--- src/sofs_map.svh ---
// Register offsets, field positions, reset values and timing counts
`ifndef SOFS_MAP_SVH
`define SOFS_MAP_SVH

// ---------------------------------------------------------------
// Register byte offsets
// ---------------------------------------------------------------
`define SOFS_CTRL_OFS     8'h00
`define SOFS_SRC_OFS      8'h04
`define SOFS_ACTD_OFS     8'h08
`define SOFS_THR_OFS      8'h0c
`define SOFS_TRIPD_OFS    8'h10
`define SOFS_INCFG_OFS    8'h14
`define SOFS_ERRT_OFS     8'h18
`define SOFS_STAT_OFS     8'h1c
`define SOFS_FREQ_OFS     8'h20

// ---------------------------------------------------------------
// Control register fields
// ---------------------------------------------------------------
`define SOFS_CTRL_MODE_LSB  0
`define SOFS_CTRL_LOCK_LSB  8
`define SOFS_CTRL_POL_BIT   16
`define SOFS_CTRL_OUTS_BIT  17

// ---------------------------------------------------------------
// Selector codes and reset values
// ---------------------------------------------------------------
`define SOFS_SEL_STO      5'h0a
`define SOFS_SEL_LIMITED  5'h0b
`define SOFS_SEL_MAXIMUM  5'h0c
`define SOFS_SEL_DIRPOS   5'h0d
`define SOFS_LOCK_OFF     5'h1f
`define SOFS_SRC_RST      8'h00
`define SOFS_ERRT_RST     32'h0000_0064
`define SOFS_INPUTS       4
`define SOFS_OUT_SEL      2'h2

`endif

--- src/sofs_pkg.sv ---
// Types shared by the safety output function select block
package sofs_pkg;

	// Latch and trip state of one output
	typedef enum logic [1:0] {
		SOFS_IDLE    = 2'b00,
		SOFS_ARMING  = 2'b01,
		SOFS_TRIPPED = 2'b10
	} sofs_state_t;

	// Configuration carried into the output logic
	typedef struct packed {
		logic [4:0]  mode;
		logic [4:0]  lock;
		logic        pol_inv;
		logic [7:0]  src;
		logic [31:0] act_delay;
		logic [31:0] thr;
		logic [31:0] trip_delay;
	} sofs_cfg_t;

	// Per-input qualified levels and edges
	typedef struct packed {
		logic [3:0] level;
		logic [3:0] rise;
	} sofs_in_t;

endpackage : sofs_pkg

--- src/sofs_input_cond.sv ---
// Input synchroniser, edge/level qualifier and illegal-state timeout
`timescale 1ns/1ps
`include "sofs_map.svh"

module sofs_input_cond
	import sofs_pkg::*;
(
	input  wire logic        aclk,
	input  wire logic        aresetn,
	input  wire logic [3:0]  in_pin,
	input  wire logic [3:0]  dynamic_mode,
	input  wire logic [31:0] error_timeout,
	input  wire logic [3:0]  illegal_pair,
	output sofs_in_t         in_q,
	output logic             input_error
);

	logic [3:0]  sync1_reg;
	logic [3:0]  sync2_reg;
	logic [3:0]  prev_reg;
	logic [31:0] err_cnt_reg;

	// ---------------------------------------------------------------
	// Two-stage synchroniser; first stage feeds only the second
	// ---------------------------------------------------------------
	always_ff @(posedge aclk) begin
		if (!aresetn) begin
			sync1_reg <= 4'h0;
			sync2_reg <= 4'h0;
			prev_reg  <= 4'h0;
		end else begin
			sync1_reg <= in_pin;
			sync2_reg <= sync1_reg;
			prev_reg  <= sync2_reg;
		end
	end

	// Dynamic inputs see only rising edges, static ones see levels
	genvar gi;
	generate
		for (gi = 0; gi < `SOFS_INPUTS; gi++) begin : g_in
			assign in_q.rise[gi]  = sync2_reg[gi] & ~prev_reg[gi];
			assign in_q.level[gi] = dynamic_mode[gi] ? in_q.rise[gi]
				: sync2_reg[gi];
		end
	endgenerate

	// ---------------------------------------------------------------
	// Illegal combination must persist beyond the timeout to flag
	// ---------------------------------------------------------------
	logic illegal_now;
	assign illegal_now = (sync2_reg[1:0] == illegal_pair[1:0])
		& illegal_pair[3];

	always_ff @(posedge aclk) begin
		if (!aresetn) begin
			err_cnt_reg <= 32'h0;
			input_error <= 1'b0;
		end else if (!illegal_now) begin
			err_cnt_reg <= 32'h0;
		end else if (err_cnt_reg >= error_timeout) begin
			input_error <= 1'b1;
		end else begin
			err_cnt_reg <= err_cnt_reg + 32'h1;
		end
	end
endmodule : sofs_input_cond

--- src/sofs_top.sv ---
// Safety output function selector with AXI4-Lite configuration
//
// Design decisions made here: the register addresses and register access over AXI4-Lite.
`timescale 1ns/1ps
`include "sofs_map.svh"

module sofs_top
	import sofs_pkg::*;
(
	input  wire logic               aclk,
	input  wire logic               aresetn,
	input  wire logic [31:0]        s_axi_awaddr,
	input  wire logic               s_axi_awvalid,
	output logic                    s_axi_awready,
	input  wire logic [31:0]        s_axi_wdata,
	input  wire logic [3:0]         s_axi_wstrb,
	input  wire logic               s_axi_wvalid,
	output logic                    s_axi_wready,
	output logic [1:0]              s_axi_bresp,
	output logic                    s_axi_bvalid,
	input  wire logic               s_axi_bready,
	input  wire logic [31:0]        s_axi_araddr,
	input  wire logic               s_axi_arvalid,
	output logic                    s_axi_arready,
	output logic [31:0]             s_axi_rdata,
	output logic [1:0]              s_axi_rresp,
	output logic                    s_axi_rvalid,
	input  wire logic               s_axi_rready,
	input  wire logic [3:0]         in_pin,
	input  wire logic signed [31:0] freq,
	input  wire logic               overspeed_fb,
	output logic                    chan_a,
	output logic                    chan_b,
	output logic                    input_error
);

	// ---------------------------------------------------------------
	// Configuration registers
	// ---------------------------------------------------------------
	logic [31:0] ctrl_reg;
	logic [7:0]  src_reg;
	logic [31:0] actd_reg;
	logic [31:0] thr_reg;
	logic [31:0] tripd_reg;
	logic [31:0] incfg_reg;
	logic [31:0] errt_reg;
	sofs_cfg_t   cfg;

	assign cfg.mode       = ctrl_reg[`SOFS_CTRL_MODE_LSB +: 5];
	assign cfg.lock       = ctrl_reg[`SOFS_CTRL_LOCK_LSB +: 5];
	assign cfg.pol_inv    = ctrl_reg[`SOFS_CTRL_POL_BIT];
	assign cfg.src        = src_reg;
	assign cfg.act_delay  = actd_reg;
	assign cfg.thr        = thr_reg;
	assign cfg.trip_delay = tripd_reg;

	// ---------------------------------------------------------------
	// AXI4-Lite write path: address and data taken in either order
	// ---------------------------------------------------------------
	logic        aw_held_reg;
	logic        w_held_reg;
	logic [7:0]  aw_addr_reg;
	logic [31:0] w_data_reg;
	logic [3:0]  w_strb_reg;
	logic        wr_fire;

	assign s_axi_awready = !aw_held_reg && !s_axi_bvalid;
	assign s_axi_wready  = !w_held_reg && !s_axi_bvalid;
	assign wr_fire       = aw_held_reg && w_held_reg;

	// Capture channels, then perform one write and answer
	always_ff @(posedge aclk) begin
		if (!aresetn) begin
			aw_held_reg  <= 1'b0;
			w_held_reg   <= 1'b0;
			aw_addr_reg  <= 8'h00;
			w_data_reg   <= 32'h0;
			w_strb_reg   <= 4'h0;
			s_axi_bvalid <= 1'b0;
			s_axi_bresp  <= 2'b00;
		end else begin
			if (s_axi_awvalid && s_axi_awready) begin
				aw_held_reg <= 1'b1;
				aw_addr_reg <= s_axi_awaddr[7:0];
			end
			if (s_axi_wvalid && s_axi_wready) begin
				w_held_reg <= 1'b1;
				w_data_reg <= s_axi_wdata;
				w_strb_reg <= s_axi_wstrb;
			end
			if (wr_fire) begin
				aw_held_reg  <= 1'b0;
				w_held_reg   <= 1'b0;
				s_axi_bvalid <= 1'b1;
				s_axi_bresp  <= (aw_addr_reg <= `SOFS_FREQ_OFS
					&& aw_addr_reg[1:0] == 2'b00) ? 2'b00 : 2'b10;
			end else if (s_axi_bvalid && s_axi_bready) begin
				s_axi_bvalid <= 1'b0;
			end
		end
	end

	// Byte-lane merge helper
	function automatic logic [31:0] merge(input logic [31:0] old,
		input logic [31:0] nw, input logic [3:0] strb);
		logic [31:0] res;
		res = old;
		for (int i = 0; i < 4; i++) begin
			if (strb[i]) begin
				res[i*8 +: 8] = nw[i*8 +: 8];
			end
		end
		return res;
	endfunction : merge

	// Register stores; status and frequency are read only
	always_ff @(posedge aclk) begin
		if (!aresetn) begin
			ctrl_reg  <= {27'h0, `SOFS_SEL_STO}
				| ({27'h0, `SOFS_LOCK_OFF} << `SOFS_CTRL_LOCK_LSB);
			src_reg   <= `SOFS_SRC_RST;
			actd_reg  <= 32'h0;
			thr_reg   <= 32'h0;
			tripd_reg <= 32'h0;
			incfg_reg <= 32'h0;
			errt_reg  <= `SOFS_ERRT_RST;
		end else if (wr_fire) begin
			case (aw_addr_reg)
				`SOFS_CTRL_OFS:  ctrl_reg  <= merge(ctrl_reg,
					w_data_reg, w_strb_reg);
				`SOFS_SRC_OFS:   src_reg   <= w_strb_reg[0]
					? w_data_reg[7:0] : src_reg;
				`SOFS_ACTD_OFS:  actd_reg  <= merge(actd_reg,
					w_data_reg, w_strb_reg);
				`SOFS_THR_OFS:   thr_reg   <= merge(thr_reg,
					w_data_reg, w_strb_reg);
				`SOFS_TRIPD_OFS: tripd_reg <= merge(tripd_reg,
					w_data_reg, w_strb_reg);
				`SOFS_INCFG_OFS: incfg_reg <= merge(incfg_reg,
					w_data_reg, w_strb_reg);
				`SOFS_ERRT_OFS:  errt_reg  <= merge(errt_reg,
					w_data_reg, w_strb_reg);
				default: ;
			endcase
		end
	end

	// ---------------------------------------------------------------
	// AXI4-Lite read path: one cycle from address to data
	// ---------------------------------------------------------------
	sofs_state_t state_reg;
	logic        trip_out;
	logic [31:0] stat_word;

	assign s_axi_arready = !s_axi_rvalid;

	always_ff @(posedge aclk) begin
		if (!aresetn) begin
			s_axi_rvalid <= 1'b0;
			s_axi_rdata  <= 32'h0;
			s_axi_rresp  <= 2'b00;
		end else if (s_axi_arvalid && s_axi_arready) begin
			s_axi_rvalid <= 1'b1;
			s_axi_rresp  <= 2'b00;
			case (s_axi_araddr[7:0])
				`SOFS_CTRL_OFS:  s_axi_rdata <= ctrl_reg;
				`SOFS_SRC_OFS:   s_axi_rdata <= {24'h0, src_reg};
				`SOFS_ACTD_OFS:  s_axi_rdata <= actd_reg;
				`SOFS_THR_OFS:   s_axi_rdata <= thr_reg;
				`SOFS_TRIPD_OFS: s_axi_rdata <= tripd_reg;
				`SOFS_INCFG_OFS: s_axi_rdata <= incfg_reg;
				`SOFS_ERRT_OFS:  s_axi_rdata <= errt_reg;
				`SOFS_STAT_OFS:  s_axi_rdata <= stat_word;
				`SOFS_FREQ_OFS:  s_axi_rdata <= freq;
				default: begin
					s_axi_rdata <= 32'h0;
					s_axi_rresp <= 2'b10;
				end
			endcase
		end else if (s_axi_rvalid && s_axi_rready) begin
			s_axi_rvalid <= 1'b0;
		end
	end

	// ---------------------------------------------------------------
	// Input conditioning
	// ---------------------------------------------------------------
	sofs_in_t in_q;

	sofs_input_cond u_in (
		.aclk          (aclk),
		.aresetn       (aresetn),
		.in_pin        (in_pin),
		.dynamic_mode  (incfg_reg[3:0]),
		.error_timeout (errt_reg),
		.illegal_pair  (incfg_reg[11:8]),
		.in_q          (in_q),
		.input_error   (input_error)
	);

	// ---------------------------------------------------------------
	// Enable source, acknowledge and overspeed evaluation
	// ---------------------------------------------------------------
	logic       enable;
	logic       ack;
	logic       lock_en;
	logic       overspeed_raw;

	// Feedback output is another block on the same clock; no sync
	assign enable = (cfg.src[`SOFS_CTRL_OUTS_BIT - 16] &&
		cfg.mode == `SOFS_SEL_STO)
		? overspeed_fb
		: in_q.level[cfg.src[1:0]];
	// Selector value 31 marks the latch as unused
	assign lock_en = cfg.lock != `SOFS_LOCK_OFF;
	assign ack     = in_q.rise[cfg.lock[1:0]] && lock_en;
	// Magnitude only: direction of rotation is ignored
	assign overspeed_raw = ((freq < 0) ? -freq : freq)
		> $signed(cfg.thr);

	logic [31:0] dly_cnt_reg;
	logic        ovs_held;
	logic [31:0] os_cnt_reg;

	// Overspeed must persist for the trip delay
	always_ff @(posedge aclk) begin
		if (!aresetn) begin
			os_cnt_reg <= 32'h0;
		end else if (!overspeed_raw) begin
			os_cnt_reg <= 32'h0;
		end else if (os_cnt_reg < cfg.trip_delay) begin
			os_cnt_reg <= os_cnt_reg + 32'h1;
		end
	end
	assign ovs_held = overspeed_raw && os_cnt_reg >= cfg.trip_delay;

	// Trip cause and acknowledge window per selected function
	logic cause;
	logic ack_ok;
	always_comb begin
		cause  = 1'b0;
		ack_ok = 1'b0;
		case (cfg.mode)
			`SOFS_SEL_STO: begin
				cause  = enable;
				ack_ok = !enable;
			end
			`SOFS_SEL_LIMITED: begin
				cause  = enable && ovs_held;
				ack_ok = !overspeed_raw || !enable;
			end
			`SOFS_SEL_MAXIMUM: begin
				cause  = ovs_held;
				ack_ok = !overspeed_raw;
			end
			`SOFS_SEL_DIRPOS: begin
				cause  = enable && freq > 0;
				ack_ok = freq <= 0 || !enable;
			end
			default: begin
				cause  = 1'b0;
				ack_ok = 1'b1;
			end
		endcase
	end

	// ---------------------------------------------------------------
	// Trip state: arming delay, latch, acknowledge release
	// ---------------------------------------------------------------
	always_ff @(posedge aclk) begin
		if (!aresetn) begin
			state_reg   <= SOFS_IDLE;
			dly_cnt_reg <= 32'h0;
		end else begin
			case (state_reg)
				SOFS_IDLE: begin
					dly_cnt_reg <= 32'h0;
					if (cause && cfg.mode == `SOFS_SEL_STO
						&& cfg.act_delay != 32'h0) begin
						state_reg <= SOFS_ARMING;
					end else if (cause) begin
						state_reg <= SOFS_TRIPPED;
					end
				end
				SOFS_ARMING: begin
					if (!cause) begin
						state_reg <= SOFS_IDLE;
					end else if (dly_cnt_reg + 32'h1 >= cfg.act_delay) begin
						state_reg <= SOFS_TRIPPED;
					end else begin
						dly_cnt_reg <= dly_cnt_reg + 32'h1;
					end
				end
				SOFS_TRIPPED: begin
					// Latched when lock is on: only acknowledge releases it; with lock off, cause going away releases it
					if (lock_en && ack && ack_ok) begin
						state_reg <= SOFS_IDLE;
					end else if (!lock_en && !cause) begin
						state_reg <= SOFS_IDLE;
					end
				end
				default: state_reg <= SOFS_IDLE;
			endcase
		end
	end

	assign trip_out  = state_reg == SOFS_TRIPPED;
	assign stat_word = {28'h0, input_error, trip_out, state_reg};

	// Channel pair: registered, same-sense or complementary
	always_ff @(posedge aclk) begin
		if (!aresetn) begin
			chan_a <= 1'b0;
			chan_b <= 1'b0;
		end else begin
			chan_a <= trip_out;
			chan_b <= cfg.pol_inv ? !trip_out : trip_out;
		end
	end
endmodule : sofs_top

--- config.mk ---
export PLATFORM = sky130hd
export DESIGN_NAME = sofs_top
export DESIGN_NICKNAME = d
export VERILOG_FILES = /design/src/sofs_pkg.sv /design/src/sofs_input_cond.sv /design/src/sofs_top.sv
export VERILOG_INCLUDE_DIRS = /design/src
export SDC_FILE = /design/constraint.sdc
export NUM_CORES = 1
export LEC_CHECK = 0
export ABC_AREA = 1
export BUFFER_PORTS_ARGS = -buffer_cell sky130_fd_sc_hd__buf_2
export CORE_MARGIN = 2
export CORE_UTILIZATION = 35
export DETAILED_ROUTE_END_ITERATION = 6
export PLACE_DENSITY = 0.57
export SYNTH_ARGS = -nofsm -noshare
export SYNTH_HDL_FRONTEND = slang
export SYNTH_SLANG_ARGS = --single-unit
--- constraint.sdc ---
create_clock -name aclk -period 5 [get_ports aclk]
set_input_delay 0.25 -clock aclk [delete_from_list [all_inputs] [get_ports aclk]]
set_output_delay 0.25 -clock aclk [all_outputs]
set_load 0.02 [all_outputs]
---- After elaboration in Yosys (flattened, before gate mapping) ----
Index checks and enable logic that the tools add are counted.
word-level totals
  register bits ........................... 397
  input bits .............................. 144
  output and inout port bits .............. 44
  logic and storage cells ................. 197
operators by class
  add/subtract/negate cells ............... 4
  magnitude comparators ................... 11
  eq/ne operators ......................... 27
  multiplexer cells ....................... 30
  bitwise logic cells ..................... 10
  reduce and logical (&&, ||, !) cells .... 70
operator list
  operator                                                                 count
  32-bit one-hot mux with 9 select lines                                   1
  32-bit by 1-bit adder with 32-bit output (second input constant)         3
  32-bit greater-or-equal comparator                                       3
  32-bit 2-to-1 mux                                                        3
  3-bit AND reduction                                                      27
  32-bit one-hot mux with 2 select lines                                   1
  8-bit by 5-bit equality test with 1-bit output (second input constant)   7
  8-bit by 4-bit equality test with 1-bit output (second input constant)   4
  32-bit by 1-bit > comparator with 1-bit output (second input constant)   1
  32-bit > comparator                                                      1
  32-bit by 1-bit <= comparator with 1-bit output (second input constant)  1
  32-bit by 1-bit < comparator with 1-bit output (second input constant)   1
  32-bit < comparator                                                      1
  32-bit negation                                                          1
  32-bit nonzero test                                                      1
  5-bit by 4-bit equality test with 1-bit output (second input constant)   4
  1-bit logical AND                                                        19
  8-bit by 3-bit equality test with 1-bit output (second input constant)   2
  8-bit logical NOT                                                        2
  2-bit 2-to-1 mux                                                         8
  1-bit 2-to-1 mux                                                         12
  1-bit logical NOT                                                        9
  9-bit OR reduction                                                       1
  8-bit by 6-bit equality test with 1-bit output (second input constant)   1
  other kinds (19)                                                         38

---- Longest topological paths before layout ----
Gate-level depths: netlist of run 1.
  depth after elaboration ................. 13
  depth in mapped cells ................... 35
  depth with buffers taken out ............ 35

---- Hierarchy ----
Synthesis of run 1 repeated with hierarchy kept, for this count alone.
second synthesis, totals
  cells, all modules ...................... 3124
  area total of the unflattened synthesis .. 21825.9 um^2
modules (own cells, without submodules)
  module           times used  cells each  area an instance (um^2)  sequential area each (um^2)
  sofs_top         1           2596        18479.0                  7006.7
  sofs_input_cond  1           528         3347.0                   900.9

---- Worst setup path after synthesis of run 1 ----
Ideal clock, no wire load.
  path type ............................... input to register
  from .................................... input freq[0]
  to ...................................... register dly_cnt_reg[19]
  library setup time ...................... 0.117 ns
  arrival time ............................ 3.628 ns
  data required time ...................... 4.883 ns
  path slack .............................. 1.255 ns
  stages on the path ...................... 32
  path buffers ............................ 2
  cell sequence ........................... inv_1 -> ha_1 -> inv_1 -> nor3_2 -> nand2_1 -> nor3_4 -> nand2_1 -> nor3_1 -> nand3_1 -> nor3_1 -> nand2_1 -> nand2_1 -> o21ai_0 -> xor2_1 -> ha_1 -> nand2_1 -> nor2_1 -> nand2_1 -> nor2_1 -> nand2_1 -> nand3_1 -> nand4_1 -> nor2_1 -> nor2_2 -> nand2_2 -> nand2_4 -> nand2_4 -> inv_2 -> buf_6 -> buf_6 -> a21oi_1 -> nor2_1
between the ends
  longest elaborated chain between the ends .. 8
  elaborated cells on any way between the ends .. 11
  classes of those cells .................. 1 x add/sub; 3 x order compare; 1 x eq/ne; 2 x mux; 4 x reduce/logical
RTL lines
  element                                                                            line             source
  from (decl)                                                                        sofs_top.sv:30   input wire logic signed [31:0] freq,
  32-bit negation or 32-bit by 1-bit < comparator with 1-bit output (tied branches)  sofs_top.sv:218  assign overspeed_raw = ((freq < 0) ? -freq : freq)
  32-bit 2-to-1 mux                                                                  sofs_top.sv:218
  32-bit > comparator                                                                sofs_top.sv:219  > $signed(cfg.thr);
  1-bit logical AND                                                                  sofs_top.sv:235  assign ovs_held = overspeed_raw && os_cnt_reg >= cfg.trip_delay;
  1-bit logical AND                                                                  sofs_top.sv:249  cause = enable && ovs_held;
  1-bit one-hot mux with 4 select lines *                                            sofs_top.sv:243  case (cfg.mode)
  2-bit inequality test (no source line) *                                           -
  3-bit AND reduction (no source line) *                                             -
  to (signal assigned)                                                               sofs_top.sv:291  dly_cnt_reg <= dly_cnt_reg + 32'h1;
  to (decl)                                                                          sofs_top.sv:221  logic [31:0] dly_cnt_reg;
Mark *: on every way between the ends. The rest lies on a longest branch, timed or not.
A chain may end at the register's enable or synchronous reset.

---- Final worst setup path of run 1 ----
  from .................................... register dly_cnt_reg[0]
  to ...................................... register dly_cnt_reg[25]
between the ends
  longest elaborated chain between the ends .. 4
  elaborated cells on any way between the ends .. 7
  classes of those cells .................. 1 x add/sub; 1 x order compare; 1 x eq/ne; 3 x mux; 1 x reduce/logical
RTL lines
  element                                                                                         line                              source
  32-bit by 1-bit adder with 32-bit output *                                                      sofs_top.sv:288, sofs_top.sv:291
  32-bit greater-or-equal comparator or 32-bit 2-to-1 mux (tied branches)                         sofs_top.sv:288                   end else if (dly_cnt_reg + 32'h1 >= cfg.act_delay) begin
  2-bit inequality test (no source line) or 32-bit 2-to-1 mux (tied branches)                     -
  3-bit AND reduction (no source line) or 32-bit one-hot mux with 2 select lines (tied branches)  -
Mark *: on every way between the ends. The rest lies on a longest branch, timed or not. The select of a mux whose other input is x is not followed.

==> metrics.yaml, run 1 <==
synth_edf_count: 0
ys.flop_type: "dfxtp_1"
vias: 20400
hold_viol_final: 0
min_path_type: "primary input to register"
layout.nets: 3368
fin_area_mm2: 0.0247
synthCells: 2953
rsz0062_at_grt: "false"
synth_fa_ha_area_frac: 0.0780
fmax_mhz: 236
io-pin-count: 188
critical_path.endpoint_type: "register"
synth_top_family_by_area: "compound AO/OA/AOI/OAI gates"
layoutNonFillerInstCount: 3911
fp.dieArea_mm2: 0.0625
synth_cell_types: 57
die_w_um: 250
grt_max_degree: 157
synth_seq_cells: 395
dr.pass1.iters: 5
grt_pass1_vias: 18900
dpl_cell_area_mm2: 0.0226
power_frac_seq: 0.404
die_height_um: 250
irDropWorstVdd_uv: 261
postSynthAreaPerCell_um2: 7.17
wirelength_um: 73200
synth.area.mux_share: 0
fin_crit_sh: 0.847
use_met3: 0.0252
gr-usage-met2: 0.374
switchingPower_w: 0.00254
drv_slew: 0
htreeDepth: 2
ant_nets: 0
critPathLaunchType: "register"
max_slew_margin: 0.235
fin_skew_ns: 0.0243
yosysTopAreaCellShare: 0.374
yosysTopAreaCell: "dfxtp_1"
met1_usage: 0.309
setup_viol: 0
antenna_found_initial: 4
clk_path_buf_depth: 3
drt_iter0_drc: 1576
syn_area_mm2: 0.0212
grt_overflow_total: 0
rows: 90
sw_frac_of_total: 0.295
yosys.area_share.simple: 0.200
cts.sinks: 395
synth_xor_area_frac: 0.0368
cellInternalPower_w: 0.00608
fillCellCount: 6351
leakage_nw: 9.95
max_cap_violations: 0
synth_common_cells: "nand2_1 (442), a21oi_1 (395), dfxtp_1 (395), inv_1 (391), o21ai_0 (313)"
status: "finished clean"
clk_pin_slew_ns: 0.06
dpl.hpwl_um: 55000
cts_tree: "built"
syn2layout_area_growth_pct: 16.6
critPathKind: "register to register"
combPwrFrac: 0.169
cts_buffers: 47
crit_required_ns: 5.45
wl_per_cell_um: 18.7
drive_above_1_share: 0.0944
ys_warn_count: 0
via_per_inst: 5.22
synth-compound-area-share: 0.218
period_minus_slack_ns: 4.23
worstMarginPinSlew_ns: 1.15
async_flop_share: 0
dp_cells: 3785
clk_latency_ns: 0.59
drc: 0
yosysSeqAreaShare: 0.374
start_util: 0.352
grt.busiest_layer: "met2"
clock_power_share: 0.428
track_usage: 0.228
p_per_area_mw_per_mm2: 349
gp_congestion: 0.941
synth_area_leaders: "dfxtp_1 (37%), a21oi_1 (9.3%), nand2_1 (7.8%)"
post_cts_buffers: 0
crit_path_max_fanout: 29
core_mm2: 0.0601
tns_ns: 0
critical_path_arrival_ns: 4.69
utilization: 0.411
ctsRootBufferMaster: "clkbuf_16"
port_buffers: 137
yosysMostFrequentCell: "nand2_1"
grt_pass1_wl_um: 111000
## power groups by stage
| stage | Combinational, W | Sequential (W) | Clock, W |
|---|---|---|---|
| floorplan | 0.00101 | 0.00349 | 0 |
| finish | 0.00146 | 0.00348 | 0.00369 |
| detailed placement | 0.00143 | 0.00354 | 0 |
| global route | 0.00165 | 0.00350 | 0.00386 |
| CTS | 0.00146 | 0.00348 | 0.00375 |
| global placement | 0.00142 | 0.00355 | 0 |
## through the flow
step,power [W],hold slack [ns],worst slack [ns]
global route,0.00902,0.0477,0.435
global placement,0.00497,0.406,0.371
CTS,0.00868,0.00143,0.688
floorplan,0.00451,0.348,1.25
finish,0.00862,0.00948,0.765
detailed placement,0.00497,0.402,0.330
## critical path, stage by stage, from the launching register on
cell,delay (ns)
dfxtp_1,0.43
nand3_1,0.18
inv_1,0.15
nand2_4,0.09
nor4_1,0.19
nand2_1,0.10
nor2_1,0.17
nand3_1,0.10
nor2_1,0.11
nand3_1,0.11
nor2_1,0.13
xor2_1,0.37
inv_1,0.09
ha_1,0.30
a21oi_1,0.14
o21a_1,0.13
o221ai_1,0.11
a21oi_1,0.24
nand3_1,0.12
nor2_1,0.28
nand2_4,0.11
nand2_4,0.09
inv_2,0.04
buf_12,0.16
a21oi_1,0.13
nor2_1,0.05
## area by class of cell
type	instances	area (µm²)	share of cell area
inverter	400	1500	0.0609
timing repair buffer	205	1350	0.0548
antenna	4	10.0	0.000405
multi-input combinational	2043	11300	0.458
clock buffer	56	1250	0.0506
clock inverter	26	393	0.0159
sequential	395	7910	0.320
tap	782	978	0.0396
## repair_timing
| action | in CTS | in global routing |
|---|---|---|
| hold buffers | 40 | 0 |
| gates resized for setup | 0 | 0 |
| endpoints found under the hold margin | 40 | 0 |
## final timing paths
path,start,to,slack (ns),depth (start not counted)
setup / recovery,dly_cnt_reg[0],dly_cnt_reg[25],0.77,25
hold / removal,s_axi_wdata[0],w_data_reg[0],0.009,3
setup reg to reg,dly_cnt_reg[0],dly_cnt_reg[25],0.77,25
hold reg to reg,u_in.sync1_reg[3],u_in.sync2_reg[3],0.42,2
## layer usage
layer,part of all wire,up-vias
li1,-,10200
met1,0.45,9430
met2,0.45,644
met3,0.067,112
met4,0.034,2
met5,0.00015,-
## layout by cell type, fill, tap and decap left out, types with 40 or more instances in the layout
master	count
a21oi_1	395
ha_1	132
nand3_1	52
buf_2	136
o21ai_0	313
xor2_1	66
dfxtp_1	395
o22ai_1	60
nand2_1	441
inv_1	391
clkbuf_16	47
dlygate4sd3_1	40
nor2_1	282
nor3_1	69
## logic make-up (layout without fill, tap and decap cells)
logic type | Yosys count | after routing
xor+xnor | 89 | 89
other cells | 1 | 6
flops | 395 | 395
buf+inv | 516 | 687
fa+ha+maj | 132 | 132
simple gates | 967 | 967
compound gates | 853 | 853
No activity file was read; power rests on OpenSTA's default activity.
==> inputs of run 2 (changes only) <==
--- a/config.mk
+++ b/config.mk
@@ -6,12 +6,12 @@
 export SDC_FILE = /design/constraint.sdc
 export NUM_CORES = 1
 export LEC_CHECK = 0
-export ABC_AREA = 1
+export ABC_AREA = 0
 export BUFFER_PORTS_ARGS = -buffer_cell sky130_fd_sc_hd__buf_2
 export CORE_MARGIN = 2
 export CORE_UTILIZATION = 35
 export DETAILED_ROUTE_END_ITERATION = 6
-export PLACE_DENSITY = 0.57
+export PLACE_DENSITY = 0.59
 export SYNTH_ARGS = -nofsm -noshare
 export SYNTH_HDL_FRONTEND = slang
 export SYNTH_SLANG_ARGS = --single-unit
==> constraint.sdc (replaced) <==
create_clock -name aclk -period 3.55 [get_ports aclk]
set_input_delay 0.1775 -clock aclk [delete_from_list [all_inputs] [get_ports aclk]]
set_output_delay 0.1775 -clock aclk [all_outputs]
set_load 0.02 [all_outputs]
==> metrics.yaml, run 2 <==
syn_area_mm2: 0.0207  # was 0.0212 mm²
clk_latency_ns: 0.59  # about the same
synth_edf_count: 0  # unchanged
grt_pass1_wl_um: 109000  # was 111000 µm
synth_common_cells: "dfxtp_1 (395), nor2_1 (272), nand2_1 (262), a21oi_1 (192), mux2i_1 (173)"  # was nand2_1 (442), a21oi_1 (395), dfxtp_1 (395), inv_1 (391), o21ai_0 (313)
die_w_um: 247  # was 250 µm
yosysSeqAreaShare: 0.381  # was 0.374
max_cap_violations: 0  # unchanged
ant_nets: 0  # unchanged
via_per_inst: 5.52  # was 5.22
grt_overflow_total: 0  # unchanged
core_mm2: 0.0588  # was 0.0601 mm²
synth_seq_cells: 395  # unchanged
p_per_area_mw_per_mm2: 398  # was 349 mW/mm²
io-pin-count: 188  # unchanged
synth_cell_types: 80  # was 57
status: "finished, violations left"  # was finished clean
grt_max_degree: 175  # was 157
crit_path_max_fanout: 19  # was 29
fmax_mhz: 255
drive_above_1_share: 0.168  # was 0.0944
worstMarginPinSlew_ns: 0.946  # was 1.15 ns
fin_hold_ws_ns: 0.0750  # was 0.00948 ns
critPathLaunch: "freq[1]"  # was dly_cnt_reg[0]
fillCellCount: 5781  # was 6351
antenna_found_initial: 2  # was 4
rsz0062_at_grt: "true"  # was false
drv_slew: 0  # unchanged
yosysMostFrequentCell: "dfxtp_1"  # was nand2_1
syn2layout_area_growth_pct: 23.5  # was 16.6%
die_height_um: 247  # was 250 µm
tns_ns: -14.27  # was 0 ns
async_flop_share: 0  # unchanged
final_cell_mix: "dfxtp_1 (393), nand2_1 (261), nor2_1 (257)"  # was nand2_1 (441), a21oi_1 (395), dfxtp_1 (395)
dpl_cell_area_mm2: 0.0232  # was 0.0226 mm²
wl_per_cell_um: 20.2  # was 18.7 µm
leakage_nw: 10.9  # was 9.95 nW
max_slew_margin: 0.369  # was 0.235
rrSetupSlack_ns: -0.24  # was 0.77 ns
hold_viol_final: 0  # unchanged
postSynthAreaPerCell_um2: 8.46  # was 7.17 µm²
layout.nets: 3005  # was 3368
cts_tree: "built"  # unchanged
dpl.hpwl_um: 52500  # was 55000 µm
start_util: 0.353  # was 0.352
track_usage: 0.230  # was 0.228
place_ws_ns: -1.34  # was 0.330 ns
final.setup.worst_slack_ns: -0.372  # was 0.765 ns
fp.dieArea_mm2: 0.0612  # was 0.0625 mm²
irDropWorstVdd_uv: 341  # was 261 µV
wirelength_um: 71400  # was 73200 µm
clk_pin_slew_ns: 0.06  # about the same
period_minus_slack_ns: 3.92
final_common_cell: "dfxtp_1"  # was nand2_1
cts_buffers: 47  # unchanged
grt_pass1_vias: 18900  # about the same
fin_area_mm2: 0.0256  # was 0.0247 mm²
reg2reg_from: "dly_cnt_reg[1]"  # was dly_cnt_reg[0]
r2r_cells: 19  # was 25
power_w: 0.0102  # was 0.00862 W
critical_path.endpoint_type: "register"  # unchanged
ys.flop_type: "dfxtp_1"  # unchanged
ys_warn_count: 0  # unchanged
gp_congestion: 0.964  # was 0.941
ctsRootBufferMaster: "clkbuf_16"  # unchanged
fin_skew_ns: 0.0163  # was 0.0243 ns
yosysTopAreaCellShare: 0.381  # was 0.374
crit_required_ns: 4.02  # was 5.45 ns
yosysTopAreaCell: "dfxtp_1"  # unchanged
setup_viol: 66  # was 0
critical_path_arrival_ns: 4.39  # was 4.69 ns
cts.sinks: 395  # unchanged
vias: 19500  # was 20400
synthCells: 2451  # was 2953
drc: 0  # unchanged
violations: "negative setup slack"
r2r-end: "dly_cnt_reg[0]"  # was dly_cnt_reg[25]
critPathKind: "primary input to register"  # was register to register
port_buffers: 137  # unchanged
drt_iter0_drc: 1700  # was 1576
fin_crit_sh: 1.10
rows: 89  # was 90
htreeDepth: 2  # unchanged
min_path_type: "primary input to register"  # unchanged
synth_area_leaders: "dfxtp_1 (38%), mux2i_1 (8.3%), ha_1 (8.0%)"  # was dfxtp_1 (37%), a21oi_1 (9.3%), nand2_1 (7.8%)
cp-endpoint: "dly_cnt_reg[0]"  # was dly_cnt_reg[25]
dr.pass1.iters: 6  # was 5
clk_path_buf_depth: 3  # unchanged
critPathLaunchType: "primary input"  # was register
## run 2: report_power, final
part / internal (W) / total (W) / switching [W] / leakage [nW]
registers: 0.00448 / 0.00458 / 0.0000977 / 3.19
logic: 0.000280 / 0.000681 / 0.000401 / 6.98
clock network: 0.00292 / 0.00494 / 0.00202 / 0.767
total: 0.00767 / 0.0102 / 0.00252 / 10.9
## run 2: worst max-delay path, cell delays in order
cell and delay, ns:
buf_2 0.12, buf_4 0.14, inv_1 0.08, ha_1 0.16
nor3b_1 0.20, buf_4 0.16, nand4_1 0.16, nand2b_1 0.25
o41ai_1 0.39, xnor2_1 0.12, ha_1 0.31, nand4_1 0.15
or4_4 0.56, o21a_1 0.24, mux2i_4 0.23, a31oi_4 0.30
buf_4 0.17, nor3_4 0.04, buf_12 0.17, mux2_2 0.25
## run 2: kinds of logic after synthesis
group	Yosys count	synth area share
AO/OA/AOI/OAI	516	0.168
XOR/XNOR	94	0.0397
adder cells (fa/ha/maj)	132	0.0796
buffers and inverters	281	0.0530
flip-flops	395	0.381
multiplexers	176	0.0852
other	1	0.000181
AND/OR/NAND/NOR	856	0.193
## run 2: repair_timing
action | in CTS | in global routing
pin swaps | 16 | 17
setup endpoints to repair | 66 | 75
endpoints found under the hold margin | 50 | 0
buffers inserted | 10 | 6
resized for setup | 32 | 22
hold buffers | 51 | 0
## run 2: final cells by class
type	count	area (µm²)	area share
flip-flops and latches	395	7910	0.309
well taps	773	967	0.0377
clock inverters	21	235	0.00918
multi-input cells	1776	12000	0.468
inverters	151	574	0.0224
clock buffers	63	1330	0.0518
repair buffers	358	2620	0.102
diodes	1	2.50	0.0000976
## run 2: per-stage QoR
step           utilization  instances
3_3_place_gp         0.394       3386
5_1_grt              0.436       3537
3_5_place_dp         0.394       3386
6_report             0.436       3538
2_1_floorplan            -       2452
4_1_cts              0.433       3531
## run 2: how the worst min path moves through the flow
stage | startpoint | end | slack (ns) | cells past startpoint
finish | s_axi_awvalid | aw_held_reg | 0.07 | 3
global route | s_axi_awvalid | aw_addr_reg[1] | 0.11 | 4
CTS | s_axi_awvalid | aw_held_reg | 0.05 | 3
detailed placement | s_axi_rready | s_axi_rvalid | 0.37 | 2
global placement | s_axi_rready | s_axi_rvalid | 0.37 | 2
floorplan | s_axi_rready | s_axi_rvalid | 0.28 | 1
## run 2: routing by layer
| metal | vias to the layer above | global-route usage | routed length (µm) |
|---|---|---|---|
| met5 | - | 0 | 0 |
| met4 | 0 | 0.0791 | 2130 |
| met3 | 116 | 0.0325 | 4600 |
| met2 | 658 | 0.379 | 32800 |
| met1 | 9441 | 0.306 | 31800 |
| li1 | 9318 | - | - |
